## config.mk

```make
export PLATFORM = sky130hd
export DESIGN_NAME = decoder1_index_home_pin_mux
export DESIGN_NICKNAME = d
export VERILOG_FILES = /design/src/rtl/pin_mux_pkg.sv /design/src/rtl/pin_fn_decode.sv /design/src/rtl/pad_sync.sv /design/src/rtl/decoder1_index_home_pin_mux.sv
export SDC_FILE = /design/constraint.sdc
export NUM_CORES = 1
export LEC_CHECK = 0
export BUFFER_PORTS_ARGS = -buffer_cell sky130_fd_sc_hd__buf_2
export CORE_MARGIN = 8
export CORE_UTILIZATION = 40
export DETAILED_ROUTE_END_ITERATION = 8
export PLACE_DENSITY = 0.78
export SYNTH_ARGS = -nofsm -noshare
export SYNTH_HDL_FRONTEND = slang
export SYNTH_HIERARCHICAL = 1
export SYNTH_SLANG_ARGS = --single-unit
```

## constraint.sdc

```tcl
create_clock -name mclk -period 2 [get_ports mclk]
set_input_delay 0.4 -clock mclk [delete_from_list [all_inputs] [get_ports mclk]]
set_output_delay 0.4 -clock mclk [all_outputs]
set_load 0.05 [all_outputs]
```

## src/rtl/pin_mux_pkg.sv

```systemverilog
// Shared types and constants for the decoder 1 index/home pin multiplexer
package pin_mux_pkg;

    // Function select bit positions in pin_function_select_reg
    localparam int unsigned INDEX_SPI_SEL_BIT = 0;
    localparam int unsigned HOME_SPI_SEL_BIT = 1;
    localparam int unsigned FSEL_WIDTH = 2;

    // Pull-up bits in port_c_pullup_reg
    localparam int unsigned INDEX_PULLUP_BIT = 2;
    localparam int unsigned HOME_PULLUP_BIT = 3;
    localparam int unsigned PULLUP_WIDTH = 16;

    // Pin function selection per pin
    typedef enum logic [1:0] {
        FN_DECODER,
        FN_TIMER,
        FN_SPI,
        FN_GPIO
    } pin_fn_t;

    // Three signals of a two-way pin
    typedef struct packed {
        logic o;
        logic oe;
        logic pu;
    } pad_drive_t;

    // Per-pin software configuration
    typedef struct packed {
        logic timer_sel;
        logic gpio_sel;
        logic gpio_dir_out;
        logic gpio_out;
    } pin_cfg_t;

    // Timer channel signals
    typedef struct packed {
        logic o;
        logic oe;
    } timer_chan_t;

endpackage

```

## src/rtl/pin_fn_decode.sv

```systemverilog
// Function decode for one shared pin
`timescale 1ns/1ns
module pin_fn_decode
    import pin_mux_pkg::*;
(
    // Selection inputs
    input wire logic spi_sel,
    input wire logic timer_sel,
    input wire logic gpio_sel,
    input wire logic in_reset,
    // Result
    output pin_fn_t fn
);
    // SPI outranks timer, timer outranks GPIO; reset forces decoder
    always_comb begin
        if (in_reset) begin
            fn = FN_DECODER;
        end else if (spi_sel) begin
            fn = FN_SPI;
        end else if (timer_sel) begin
            fn = FN_TIMER;
        end else if (gpio_sel) begin
            fn = FN_GPIO;
        end else begin
            fn = FN_DECODER;
        end
    end
endmodule

```

## src/rtl/pad_sync.sv

```systemverilog
// Two flip-flop synchroniser for pad inputs
`timescale 1ns/1ns
module pad_sync #(
    parameter int unsigned WIDTH = 2
) (
    // Clock and reset
    input wire logic mclk,
    input wire logic arst_n,
    // Data
    input wire logic [WIDTH-1:0] d,
    output logic [WIDTH-1:0] q
);
    logic [WIDTH-1:0] meta_r;
    logic [WIDTH-1:0] q_r;

    // First stage is read only by the second
    // Resets to the pulled-up idle level, so no false low follows reset
    always_ff @(posedge mclk or negedge arst_n) begin
        if (!arst_n) begin
            meta_r <= '1;
            q_r <= '1;
        end else begin
            meta_r <= d;
            q_r <= meta_r;
        end
    end

    assign q = q_r;
endmodule

```

## src/rtl/decoder1_index_home_pin_mux.sv

```systemverilog
// Pin multiplexer for decoder 1 index and home pins
//
// Functional notes
// - In decoder function the index pin feeds the decoder 1 index input.
// - In decoder function the home pin feeds the decoder 1 home input.
// - As alternate function index pin carries timer B channel 2 and home pin timer B channel 3, both ways.
// - The SPI slave output is driven only while selected and floats otherwise.
// - The slave shows each bit half a clock ahead of the master's sampling edge; here the pad register changes on the rising mclk edge, a full clock ahead.
// - Index pin takes the SPI slave output function only when index_pin_spi_select is set.
// - Home pin takes the SPI select function only when home_pin_spi_select is set.
// - As SPI master the select input serves multi-master arbitration.
// - As SPI slave the select input selects this device, which answers only while selected.
// - Port C bits 2 and 3 are each set as input or output by software.
// - On the full variant the index pin is the decoder index after reset.
// - On the full variant the home pin is the decoder home after reset.
// - Clearing pull-up bit 2 disables the index pin pull-up.
// - Clearing pull-up bit 3 disables the home pin pull-up.
`timescale 1ns/1ns
module decoder1_index_home_pin_mux
    import pin_mux_pkg::*;
#(
    parameter bit FULL_VARIANT = 1'b1
) (
    // Clock and reset
    input wire logic mclk,
    input wire logic arst_n,
    // Configuration
    input wire logic [FSEL_WIDTH-1:0] pin_function_select_reg,
    input wire logic [PULLUP_WIDTH-1:0] port_c_pullup_reg,
    input wire pin_cfg_t index_cfg,
    input wire pin_cfg_t home_cfg,
    // Index pad
    input wire logic index_pad_i,
    output logic index_pad_o,
    output logic index_pad_oe,
    output logic index_pad_pu,
    // Home pad
    input wire logic home_pad_i,
    output logic home_pad_o,
    output logic home_pad_oe,
    output logic home_pad_pu,
    // Decoder 1
    output logic decoder1_index,
    output logic decoder1_home,
    // Timer B channels
    input wire timer_chan_t timer_b_channel_two_out,
    input wire timer_chan_t timer_b_channel_three_out,
    output logic timer_b_channel_two_in,
    output logic timer_b_channel_three_in,
    // SPI 1 core
    input wire logic spi1_master_mode,
    input wire logic spi1_slave_out_data,
    input wire logic spi1_master_in_en,
    output logic spi1_slave_out_in,
    output logic spi1_select_in,
    output logic spi1_slave_selected,
    output logic spi1_mode_fault,
    // Port C bits 2 and 3
    output logic port_c_bit2,
    output logic port_c_bit3,
    // Function status
    output pin_fn_t index_fn,
    output pin_fn_t home_fn
);

    ////////////////////////////////////////////////////////////////////////////
    // Reset release tracking

    logic run_r;
    logic run_nxt;

    // Functions wait one edge after release so pads never glitch out of reset
    always_comb begin
        run_nxt = 1'b1;
    end

    always_ff @(posedge mclk or negedge arst_n) begin
        if (!arst_n) begin
            run_r <= 1'b0;
        end else begin
            run_r <= run_nxt;
        end
    end

    ////////////////////////////////////////////////////////////////////////////
    // Pad input synchronisers

    logic [1:0] pad_sync_q;

    pad_sync #(
        .WIDTH(2)
    ) u_pad_sync (
        .mclk(mclk),
        .arst_n(arst_n),
        .d({home_pad_i, index_pad_i}),
        .q(pad_sync_q)
    );

    logic index_in;
    logic home_in;
    assign index_in = pad_sync_q[0];
    assign home_in = pad_sync_q[1];

    ////////////////////////////////////////////////////////////////////////////
    // Function selection

    logic index_spi_sel;
    logic home_spi_sel;
    logic idx_timer_sel;
    logic hom_timer_sel;
    logic idx_gpio_sel;
    logic hom_gpio_sel;

    // Reduced variant has no usable default; GPIO input stands in until set
    assign index_spi_sel = pin_function_select_reg[INDEX_SPI_SEL_BIT];
    assign home_spi_sel = pin_function_select_reg[HOME_SPI_SEL_BIT];
    assign idx_timer_sel = index_cfg.timer_sel;
    assign hom_timer_sel = home_cfg.timer_sel;
    assign idx_gpio_sel = index_cfg.gpio_sel | !FULL_VARIANT;
    assign hom_gpio_sel = home_cfg.gpio_sel | !FULL_VARIANT;

    pin_fn_t index_fn_c;
    pin_fn_t home_fn_c;

    pin_fn_decode u_index_dec (
        .spi_sel(index_spi_sel),
        .timer_sel(idx_timer_sel),
        .gpio_sel(idx_gpio_sel),
        .in_reset(!run_r),
        .fn(index_fn_c)
    );

    pin_fn_decode u_home_dec (
        .spi_sel(home_spi_sel),
        .timer_sel(hom_timer_sel),
        .gpio_sel(hom_gpio_sel),
        .in_reset(!run_r),
        .fn(home_fn_c)
    );

    assign index_fn = index_fn_c;
    assign home_fn = home_fn_c;

    ////////////////////////////////////////////////////////////////////////////
    // Registered pad drive and core inputs

    pad_drive_t index_pad_r;
    pad_drive_t index_pad_nxt;
    pad_drive_t home_pad_r;
    pad_drive_t home_pad_nxt;
    logic [5:0] core_r;
    logic [5:0] core_nxt;
    logic [1:0] gpio_r;
    logic [1:0] gpio_nxt;
    logic selected;
    logic mode_fault;

    // Select input is active low on the pin
    assign selected = run_r && (home_fn_c == FN_SPI) && !home_in && !spi1_master_mode;
    assign mode_fault = run_r && (home_fn_c == FN_SPI) && !home_in && spi1_master_mode;

    always_comb begin
        index_pad_nxt = '{o: 1'b0, oe: 1'b0, pu: 1'b1};
        home_pad_nxt = '{o: 1'b0, oe: 1'b0, pu: 1'b1};
        core_nxt = core_r;
        gpio_nxt = gpio_r;
        index_pad_nxt.pu = port_c_pullup_reg[INDEX_PULLUP_BIT];
        home_pad_nxt.pu = port_c_pullup_reg[HOME_PULLUP_BIT];
        unique case (index_fn_c)
            FN_DECODER: begin
                core_nxt[0] = index_in;
            end
            FN_TIMER: begin
                index_pad_nxt.o = timer_b_channel_two_out.o;
                index_pad_nxt.oe = timer_b_channel_two_out.oe;
                core_nxt[2] = index_in;
            end
            FN_SPI: begin
                // Pad register takes the core bit on the rising edge, giving a full-period lead
                index_pad_nxt.o = spi1_slave_out_data;
                index_pad_nxt.oe = selected && !spi1_master_mode;
                core_nxt[4] = spi1_master_mode && spi1_master_in_en ? index_in : 1'b0;
            end
            FN_GPIO: begin
                index_pad_nxt.o = index_cfg.gpio_out;
                index_pad_nxt.oe = index_cfg.gpio_dir_out;
                gpio_nxt[0] = index_cfg.gpio_dir_out ? index_cfg.gpio_out : index_in;
            end
        endcase
        unique case (home_fn_c)
            FN_DECODER: begin
                core_nxt[1] = home_in;
            end
            FN_TIMER: begin
                home_pad_nxt.o = timer_b_channel_three_out.o;
                home_pad_nxt.oe = timer_b_channel_three_out.oe;
                core_nxt[3] = home_in;
            end
            FN_SPI: begin
                // Select pin is input only
                core_nxt[5] = home_in;
            end
            FN_GPIO: begin
                home_pad_nxt.o = home_cfg.gpio_out;
                home_pad_nxt.oe = home_cfg.gpio_dir_out;
                gpio_nxt[1] = home_cfg.gpio_dir_out ? home_cfg.gpio_out : home_in;
            end
        endcase
        if (!run_r) begin
            index_pad_nxt = '{o: 1'b0, oe: 1'b0, pu: 1'b1};
            home_pad_nxt = '{o: 1'b0, oe: 1'b0, pu: 1'b1};
        end
    end

    always_ff @(posedge mclk or negedge arst_n) begin
        if (!arst_n) begin
            index_pad_r <= '{o: 1'b0, oe: 1'b0, pu: 1'b1};
            home_pad_r <= '{o: 1'b0, oe: 1'b0, pu: 1'b1};
            core_r <= 6'h20;
            gpio_r <= 2'h0;
        end else begin
            index_pad_r <= index_pad_nxt;
            home_pad_r <= home_pad_nxt;
            core_r <= core_nxt;
            gpio_r <= gpio_nxt;
        end
    end

    assign index_pad_o = index_pad_r.o;
    assign index_pad_oe = index_pad_r.oe;
    assign index_pad_pu = index_pad_r.pu;
    assign home_pad_o = home_pad_r.o;
    assign home_pad_oe = home_pad_r.oe;
    assign home_pad_pu = home_pad_r.pu;
    assign decoder1_index = core_r[0];
    assign decoder1_home = core_r[1];
    assign timer_b_channel_two_in = core_r[2];
    assign timer_b_channel_three_in = core_r[3];
    assign spi1_slave_out_in = core_r[4];
    assign spi1_select_in = core_r[5];
    assign spi1_slave_selected = selected;
    assign spi1_mode_fault = mode_fault;
    assign port_c_bit2 = gpio_r[0];
    assign port_c_bit3 = gpio_r[1];

    ////////////////////////////////////////////////////////////////////////////
    // Assertions

    chk_reset_pads_input: assert property (@(posedge mclk) disable iff (!arst_n)
        !run_r |=> !index_pad_oe && !home_pad_oe && index_pad_pu && home_pad_pu)
        else $error("pads not input with pull-up after reset");

    chk_slave_out_float: assert property (@(posedge mclk) disable iff (!arst_n)
        !selected |=> !(index_pad_oe && index_fn == FN_SPI && $past(index_fn) == FN_SPI))
        else $error("slave output driven while not selected");

    chk_slave_out_drive: assert property (@(posedge mclk) disable iff (!arst_n)
        selected && index_fn == FN_SPI |=> index_pad_oe && index_pad_o == $past(spi1_slave_out_data))
        else $error("selected slave does not drive data");

    chk_index_spi_gate: assert property (@(posedge mclk) disable iff (!arst_n)
        index_fn == FN_SPI |-> pin_function_select_reg[INDEX_SPI_SEL_BIT])
        else $error("index spi function without select bit");

    chk_home_spi_gate: assert property (@(posedge mclk) disable iff (!arst_n)
        home_fn == FN_SPI |-> pin_function_select_reg[HOME_SPI_SEL_BIT])
        else $error("home spi function without select bit");

    chk_index_pullup_bit: assert property (@(posedge mclk) disable iff (!arst_n)
        run_r && !port_c_pullup_reg[INDEX_PULLUP_BIT] |=> !index_pad_pu)
        else $error("index pull-up not disabled");

    chk_home_pullup_bit: assert property (@(posedge mclk) disable iff (!arst_n)
        run_r && !port_c_pullup_reg[HOME_PULLUP_BIT] |=> !home_pad_pu)
        else $error("home pull-up not disabled");

    // Synchroniser history only counts once it has run two edges past reset
    chk_decoder_index_path: assert property (@(posedge mclk) disable iff (!arst_n)
        index_fn == FN_DECODER && $past(run_r) |=> decoder1_index == $past(index_pad_i, 3))
        else $error("index pad not routed to decoder");

    chk_decoder_home_path: assert property (@(posedge mclk) disable iff (!arst_n)
        home_fn == FN_DECODER && $past(run_r) |=> decoder1_home == $past(home_pad_i, 3))
        else $error("home pad not routed to decoder");

    chk_timer_two_drive: assert property (@(posedge mclk) disable iff (!arst_n)
        index_fn == FN_TIMER |=> index_pad_oe == $past(timer_b_channel_two_out.oe))
        else $error("timer channel two not driving index pad");

    chk_timer_three_drive: assert property (@(posedge mclk) disable iff (!arst_n)
        home_fn == FN_TIMER |=> home_pad_oe == $past(timer_b_channel_three_out.oe))
        else $error("timer channel three not driving home pad");

    chk_gpio_dir_home: assert property (@(posedge mclk) disable iff (!arst_n)
        home_fn == FN_GPIO |=> home_pad_oe == $past(home_cfg.gpio_dir_out))
        else $error("home gpio direction wrong");

    cov_spi_slave_drive: cover property (@(posedge mclk) disable iff (!arst_n) selected ##1 index_pad_oe);
    cov_timer_index: cover property (@(posedge mclk) disable iff (!arst_n) index_fn == FN_TIMER);
    cov_gpio_out_home: cover property (@(posedge mclk) disable iff (!arst_n) home_fn == FN_GPIO && home_pad_oe);
    cov_mode_fault: cover property (@(posedge mclk) disable iff (!arst_n) mode_fault);

endmodule

```

# --- Word-level counts from Yosys, hierarchy flattened ---
# Cells that the tools add are included.
classes:
  n_eq_ne: 6
  n_mux: 15
  n_reduce_logical: 10
op_table:
  columns: ["operator", "count"]
  rows:
  - ["$mux W2", 8]
  - ["$eq A2 B2 Y1 const B", 4]
  - ["$logic_and A1 B1 Y1", 6]
  - ["$mux W3", 2]
  - ["$pmux W2 S3", 1]
  - ["$eq A2 B1 Y1 const B", 2]
  - ["$logic_not A2 Y1", 2]
  - ["$pmux W2 S2", 1]
  - ["$mux W1", 3]
  - ["$logic_not A1 Y1", 2]
totals:
  reg_bits: 19
  word_cells: 48

# --- Logic depth before layout (Yosys ltp) ---
# Gate-level depths: netlist of the first run.
logic_depth:
  ltp_word: 11
  depth_mapped: 6

# --- Modules after synthesis ---
# The synthesis of the first run kept the hierarchy.
by_module_without_submodules:
  columns: ["mod", "n_inst", "cells_per_inst", "area_each_um2", "seq_area_each_um2"]
  rows:
  - ["decoder1_index_home_pin_mux", 1, 56, 666.9, 379.1]
  - ["pad_sync", 1, 4, 105.1, 105.1]
  - ["pin_fn_decode", 2, 5, 27.5, 0.0]

# --- Least setup slack after synthesis of the first run ---
# No wires, ideal clock.
synth_path:
  kind: "reg-to-output"
  from: "reg run_r"
  to: "out spi1_mode_fault"
  arrival_time_ps: 2409
  required_ps: 1600
  path_slack_ps: -809
  path_stages_with_launch: 6
  path_buffers: 0
  cell_sequence: "dfrtp_1 inv_2 nor3_1 nand2b_1 or3_4 nor2_1"
synth_via:
  elab_chain_len: 5
synth_lines:
  columns: ["element", "line_no", "rtl"]
  rows:
  - ["from (decl)", "decoder1_index_home_pin_mux.sv:69", "logic run_r;"]
  - ["from (signal assigned)", "decoder1_index_home_pin_mux.sv:81", "run_r <= run_nxt;"]
  - ["$mux W2", "pin_fn_decode.sv:16", "if (in_reset) begin"]
  - ["via home_fn[0]", "decoder1_index_home_pin_mux.sv:63", "output pin_fn_t home_fn"]
  - ["$eq A2 B2 Y1", "decoder1_index_home_pin_mux.sv:160", "assign mode_fault = run_r && (home_fn_c == FN_SPI) && !home_in && spi1_master_mode;"]
  - ["$logic_and A1 B1 Y1 (3 in a row)", "decoder1_index_home_pin_mux.sv:160", null]
  - ["to (decl)", "decoder1_index_home_pin_mux.sv:57", "output logic spi1_mode_fault,"]
# The timed path passes the listed nets, and every way through them passes these cells.

# --- Final worst setup path of the first run ---
layout_path:
  from: "reg run_r"
  to: "out spi1_slave_selected"
layout_via:
  elab_chain_len: 5
layout_lines:
  columns: ["element", "line_no", "rtl"]
  rows:
  - ["$mux W2", "pin_fn_decode.sv:16", null]
  - ["$eq A2 B2 Y1", "decoder1_index_home_pin_mux.sv:159", "assign selected = run_r && (home_fn_c == FN_SPI) && !home_in && !spi1_master_mode;"]
  - ["$logic_and A1 B1 Y1 * (3 in a row)", "decoder1_index_home_pin_mux.sv:159", null]
  - ["to (decl)", "decoder1_index_home_pin_mux.sv:56", "output logic spi1_slave_selected,"]
# Mark *: on every way between the ends. The rest lies on a longest branch, timed or not.

==> metrics.yaml, run 1 <==
synthAdderAreaFrac_pct: 0
synth_simple_gate_area_share_pct: 14.7
num_antenna_cells: 0
syn-cell-area_um2: 827
drtPass1Iterations: 4
grt_max_degree: 20
finalHoldViolations: 0
reg2regPathDepth: 6
avgSynthCellArea_um2: 11.8
rsz0062_at_grt: "true"
path_cells: "inv_2 -> nor3_4 -> nand2b_4 -> or3_4 -> nor2_4 -> buf_6"
antenna_found_initial: 0
cts_max_path_buffers: 2
crit_cells: 6
hold_ws_ns: 0.0135
fin_ws_ns: -0.0770
synth_nets: 107
leakagePower_nw: 0.623
synth_top_family_by_area: "simple AND/OR/NAND/NOR gates"
synthXorXnorAreaFrac_pct: 0
cp_slowest_cell: "or3_4"
slowest_delay_ns: 0.42
final_common_cell: "buf_2"
wl_mm: 2.05
root_buffer: "clkbuf_4"
fmax_mhz: 481
fin_crit_sh_pct: 104
ant_nets: 0
fin_worst_skew_ns: 0.00432
coreArea_um2: 1960
synth-edff-count: 0
netlist_instances: 70
synthFlopType: "dfrtp_1"
cts_num_sinks: 19
slew_viol_final: 0
p_per_area_nw_per_um2: 775
start_kind: "flop"
rows: 16
clkSlewWorstSetupHoldPaths_ns: 0.10
htreeDepth: 1
place_ws_ns: -0.0452
hpwl_mm: 1.63
end_kind: "primary output"
avgRoutedWirePerCell_um: 13.4
path_class: "flop to primary output"
placedCellCount: 145
seq_area_frac_synth_pct: 58.5
drive_gt1_share_pct: 64.3
start_util_pct: 42.2
cts_hold_buffers: 0
cp_data_arrival_time_ns: 1.68
die_area_um2: 3780
synth.area.top_cells: "dfrtp_1 36%, dfstp_2 22%, mux2_2 8.2%"
violations: "setup timing"
synth_seq_cells: 19
fin_crit_ns: 2.08
critPathBufInv: 2
cap_violations: 0
vdd_drop_max_mv: 0.476
die_w_um: 61.5
num_io_pins: 57
port_buffers: 42
clk_latency_ns: 0.30
setup_viol: 2
synth-compound-area-share_pct: 8.93
viasPerCell: 4.73
grt_overflow_total: 0
syn_to_final_growth_pct: 50.7
drc_errors: 0
chipHeight_um: 61.5
ys_types: 22
grt_pass1_wl_mm: 3.19
grt_pass1_vias: 758
hp-class: "input pin to asynchronous set/reset pin"
grt_use_total_pct: 11.7
drt_first_iter_violations: 22
async_flop_share_pct: 100
cts_tree: "done"
status: "finished, violations left"
vias: 723
worstPathMaxFanout: 3
synth_top_area_share_pct: 36.3
final_cell_mix: "40 x buf_2, 12 x dfrtp_1, 12 x buf_4"
critPathTopFamily: "simple AND/OR/NAND/NOR gates"
synthMuxAreaShare_pct: 14.2
fin_setup_tns_ns: -0.153
place_congestion: 0.778
final_cells: 153
worstPathRequired_ns: 1.60
cts_buffers: 3
synth_top_cell_by_area: "dfrtp_1"
fin_nets: 164
yosys_warnings: 6
[sequential cells by signal, summed over array words and instances, names as in the netlist]
signal and flops:
core_r 6, gpio_r 2, u_pad_sync/meta_r 2, u_pad_sync/q 2, home_pad_o 1, home_pad_oe 1
home_pad_pu 1, index_pad_o 1, index_pad_oe 1, index_pad_pu 1, run_r 1
[synth_stat cells (2+ instances only)]
library cell,count
nor3_1,2
dfstp_2,7
mux2_2,6
a21oi_2,2
a21oi_1,3
inv_1,3
mux2i_1,5
dfrtp_1,12
nand2_1,2
nor2_1,8
a31oi_1,2
nand2b_1,6
or2b_1,2
nand3_1,2
[worst register-to-register path, delay by kind of cell, from the launching register on]
kind / cells / cell delay [ns]
AOI/OAI and AO/OA: 1 / 0.27
and+or+nand+nor: 3 / 0.62
DFF: 1 / 0.40
buffers and inverters: 2 / 0.27
[repair_timing]
item,in CTS,in global routing
gates resized for setup,4,2
setup buffers,2,2
setup endpoints to repair,2,2
pin swaps,0,3
[power breakdown]
part | total [W] | leakage [nW] | switching, W | internal [W]
clock | 0.000191 | 0.0150 | 0.000113 | 0.0000777
sequential | 0.000448 | 0.223 | 0.0000175 | 0.000430
combinational | 0.000327 | 0.386 | 0.000224 | 0.000103
total | 0.000966 | 0.623 | 0.000355 | 0.000611
[cells by family after synthesis]
kind of cell / count (synthesis)
buffers and inverters: 6
and+or+nand+nor: 23
DFF: 19
other: 1
AOI/OAI and AO/OA: 10
muxes: 11
[path summary, 6_finish.rpt]
path,startpoint,to,slack (ns)
worst max-delay path,run_r,spi1_slave_selected,-0.08
worst min-delay path,arst_n,index_pad_oe,0.01
worst max register to register,run_r,index_pad_oe,0.35
worst min register to register,u_pad_sync/meta_r[1],u_pad_sync/q[1],0.36
max in group asynchronous,arst_n,u_pad_sync/meta_r[1],1.66
min in group mclk,index_pad_i,u_pad_sync/meta_r[0],0.19
[layout make-up]
| cell class | instances | area [um2] |
|---|---|---|
| Inverter | 4 | 15.0 |
| Fill cell | 159 | 716 |
| Timing Repair Buffer | 54 | 317 |
| Sequential cell | 19 | 484 |
| Multi-Input combinational cell | 45 | 370 |
| Tap cell | 27 | 33.8 |
| Clock buffer | 4 | 26.3 |
[stage by stage]
stage	power [W]	utilization, %	cell area [um2]
finish	0.000966	63.5	1250
detailed placement	0.000777	59.6	1170
floorplan	0.000676	-	880
global placement	0.000767	59.6	1170
global route	0.00102	63.5	1250
CTS	0.000981	62.3	1220
[per-layer routing]
metal / global-route usage, % / routed length (um)
met5: 0 / 0
met2: 19.4 / 987
met1: 12.1 / 775
met4: 8.44 / 49
met3: 3.76 / 235
No activity file was read; power rests on OpenSTA's default activity.
==> run 2, diff against run 1 <==
--- a/config.mk
+++ b/config.mk
@@ -5,7 +5,7 @@
 export SDC_FILE = /design/constraint.sdc
 export NUM_CORES = 1
 export LEC_CHECK = 0
-export BUFFER_PORTS_ARGS = -buffer_cell sky130_fd_sc_hd__buf_2
+export BUFFER_PORTS_ARGS = -buffer_cell sky130_fd_sc_hd__buf_4
 export CORE_MARGIN = 8
 export CORE_UTILIZATION = 40
 export DETAILED_ROUTE_END_ITERATION = 8
==> run 2 against run 1 <==
The flow still finishes with violations (setup timing). Setup slack improved by 0.053 ns. Die area did not move. Wire length is 4.1% higher. Flip-flop and latch count is the same. Global-route usage is 0.15 points higher. Critical path type unchanged. Largest power group unchanged.
==> metrics.yaml, run 2 (synthesis gave the netlist of run 1 again) <==
place_congestion: 0.749  # -3.7%
status: "finished, violations left"
path_class: "flop to primary output"
worstPathMaxFanout: 3  # unchanged
grt_pass1_wl_mm: 3.23  # +1.3%
coreArea_um2: 1960  # unchanged
final_cell_mix: "50 x buf_4, 12 x dfrtp_1, 7 x dfstp_2"
chipHeight_um: 61.5  # unchanged
final_cells: 152  # -0.65%
fin_setup_tns_ns: -0.0427  # +0.110 ns
holdCritStartpoint: "index_pad_i"
hp-class: "input pin to flop"
die_area_um2: 3780  # unchanged
critPathBufInv: 2  # unchanged
ant_nets: 0  # unchanged
drive_gt1_share_pct: 63.2  # -1.1 points
fin_crit_ns: 2.02  # -0.0526 ns
start_kind: "flop"
hpwl_mm: 1.71  # +4.7%
vias: 735  # +1.7%
port_buffers: 42  # unchanged
critPathTopFamily: "simple AND/OR/NAND/NOR gates"
r2r_end: "index_pad_oe"
drt_first_iter_violations: 26  # +18%
violations: "setup timing"
num-fill-cells: 154  # -3.1%
leakagePower_nw: 0.649  # +4.1%
placedCellCount: 143  # -1.4%
wl_mm: 2.13  # +4.1%
largest_reg_flops: 6  # unchanged
finalCoreUtilization_pct: 68.4  # +4.8 points
reg2regPathDepth: 6  # unchanged
die_w_um: 61.5  # unchanged
fin_ws_ns: -0.0244  # +0.0526 ns
cp_data_arrival_time_ns: 1.62  # -0.06 ns
vdd_drop_max_mv: 0.551  # +16%
drtPass1Iterations: 4  # unchanged
rsz0062_at_grt: "true"
start_util_pct: 42.2  # unchanged
drc_errors: 0  # unchanged
ff2ff_setup_slack_ns: 0.42  # +0.07 ns
hold_end: "u_pad_sync/meta_r[0]"
grt_max_degree: 20  # unchanged
htreeDepth: 1  # unchanged
rows: 16  # unchanged
path_cells: "inv_2 -> nor3_4 -> nand2b_4 -> or3_4 -> nor2_4 -> buf_8"
final_common_cell: "buf_4"
cts_tree: "done"
fin_nets: 163  # -0.61%
rr_startpoint: "run_r"
fin_crit_sh_pct: 101  # -2.6 points
cp_slowest_cell: "dfrtp_1"
worstPathRequired_ns: 1.60  # about the same
num_antenna_cells: 0  # unchanged
p_per_area_nw_per_um2: 747  # -3.6%
cts_buffers: 3  # unchanged
syn_to_final_growth_pct: 62.2
grt_use_total_pct: 11.8  # +0.15 points
slew_viol_final: 0  # unchanged
hold_depth: 1
cts_num_sinks: 19  # unchanged
fmax_mhz: 494  # +2.6%
root_buffer: "clkbuf_4"
grt_pass1_vias: 741  # -2.2%
clkSlewWorstSetupHoldPaths_ns: 0.10  # about the same
end_kind: "primary output"
grt_overflow_total: 0  # unchanged
place_ws_ns: 0.0173  # +0.0625 ns
cts_max_path_buffers: 2  # unchanged
viasPerCell: 4.84  # +2.3%
num_io_pins: 57  # unchanged
avgRoutedWirePerCell_um: 14.0  # +4.8%
fin_worst_skew_ns: 0.00268  # -0.00164 ns
clk_latency_ns: 0.29  # about the same
cap_violations: 0  # unchanged
setup_viol: 2  # unchanged
slowest_delay_ns: 0.40  # -0.02 ns
antenna_found_initial: 0  # unchanged
largest_register: "core_r"
finalHoldViolations: 0  # unchanged
-- run 2: worst max path at each step --
stage	startpoint	end	slack, ns	depth (start not counted)
detailed placement	home_cfg[3]	spi1_slave_selected	0.02	7
global route	run_r	spi1_slave_selected	-0.1	6
floorplan	home_cfg[3]	spi1_mode_fault	-0.35	6
finish	run_r	spi1_mode_fault	-0.02	6
global placement	home_cfg[3]	spi1_slave_selected	0.02	7
CTS	run_r	spi1_slave_selected	-0.08	6
-- run 2: worst reg2reg max path, cell delays in order, from the launching register on --
cell      delay [ns]
dfrtp_1         0.40
inv_2           0.11
nor3_4          0.06
nand2b_4        0.14
or3_4           0.37
buf_4           0.15
o41ai_2         0.26
-- run 2: report_power, final --
| part | internal [W] | total (W) | switching, W |
|---|---|---|---|
| Sequential | 0.000430 | 0.000450 | 0.0000194 |
| Clock | 0.0000776 | 0.000192 | 0.000114 |
| Combinational | 0.000137 | 0.000361 | 0.000224 |
-- run 2: final cells by class --
type	instances	area [um2]	share of cell area (%)
clock buffers	4	26.3	1.96
inverters	4	15.0	1.12
well taps	27	33.8	2.52
multi-input cells	45	370	27.6
repair buffers	53	412	30.7
flip-flops and latches	19	484	36.1
-- run 2: routing by layer --
metal,up-vias,global-route usage [%],part of all wire [%]
li1,349,-,-
met1,346,11.1,36
met2,34,20.6,47
met3,6,4.18,14
met4,0,8.77,3.0
met5,-,0,0
-- run 2: through the flow --
step	instance area [um2]	total power [W]	hold WS, ns
2_1_floorplan	880	0.000676	0.104
3_3_place_gp	1260	0.000803	0.281
3_5_place_dp	1260	0.000812	0.285
4_1_cts	1330	0.00101	0.192
5_1_grt	1340	0.00105	0.182
6_report	1340	0.00100	0.202
-- run 2: repair_timing --
action | CTS | global route
hold buffers | 1 | 0
buffers inserted | 3 | 1
hold endpoints to repair | 12 | 0
cloned | 0 | 0
gates resized for setup | 2 | 2
setup endpoints to repair | 2 | 2
pin swaps | 0 | 2
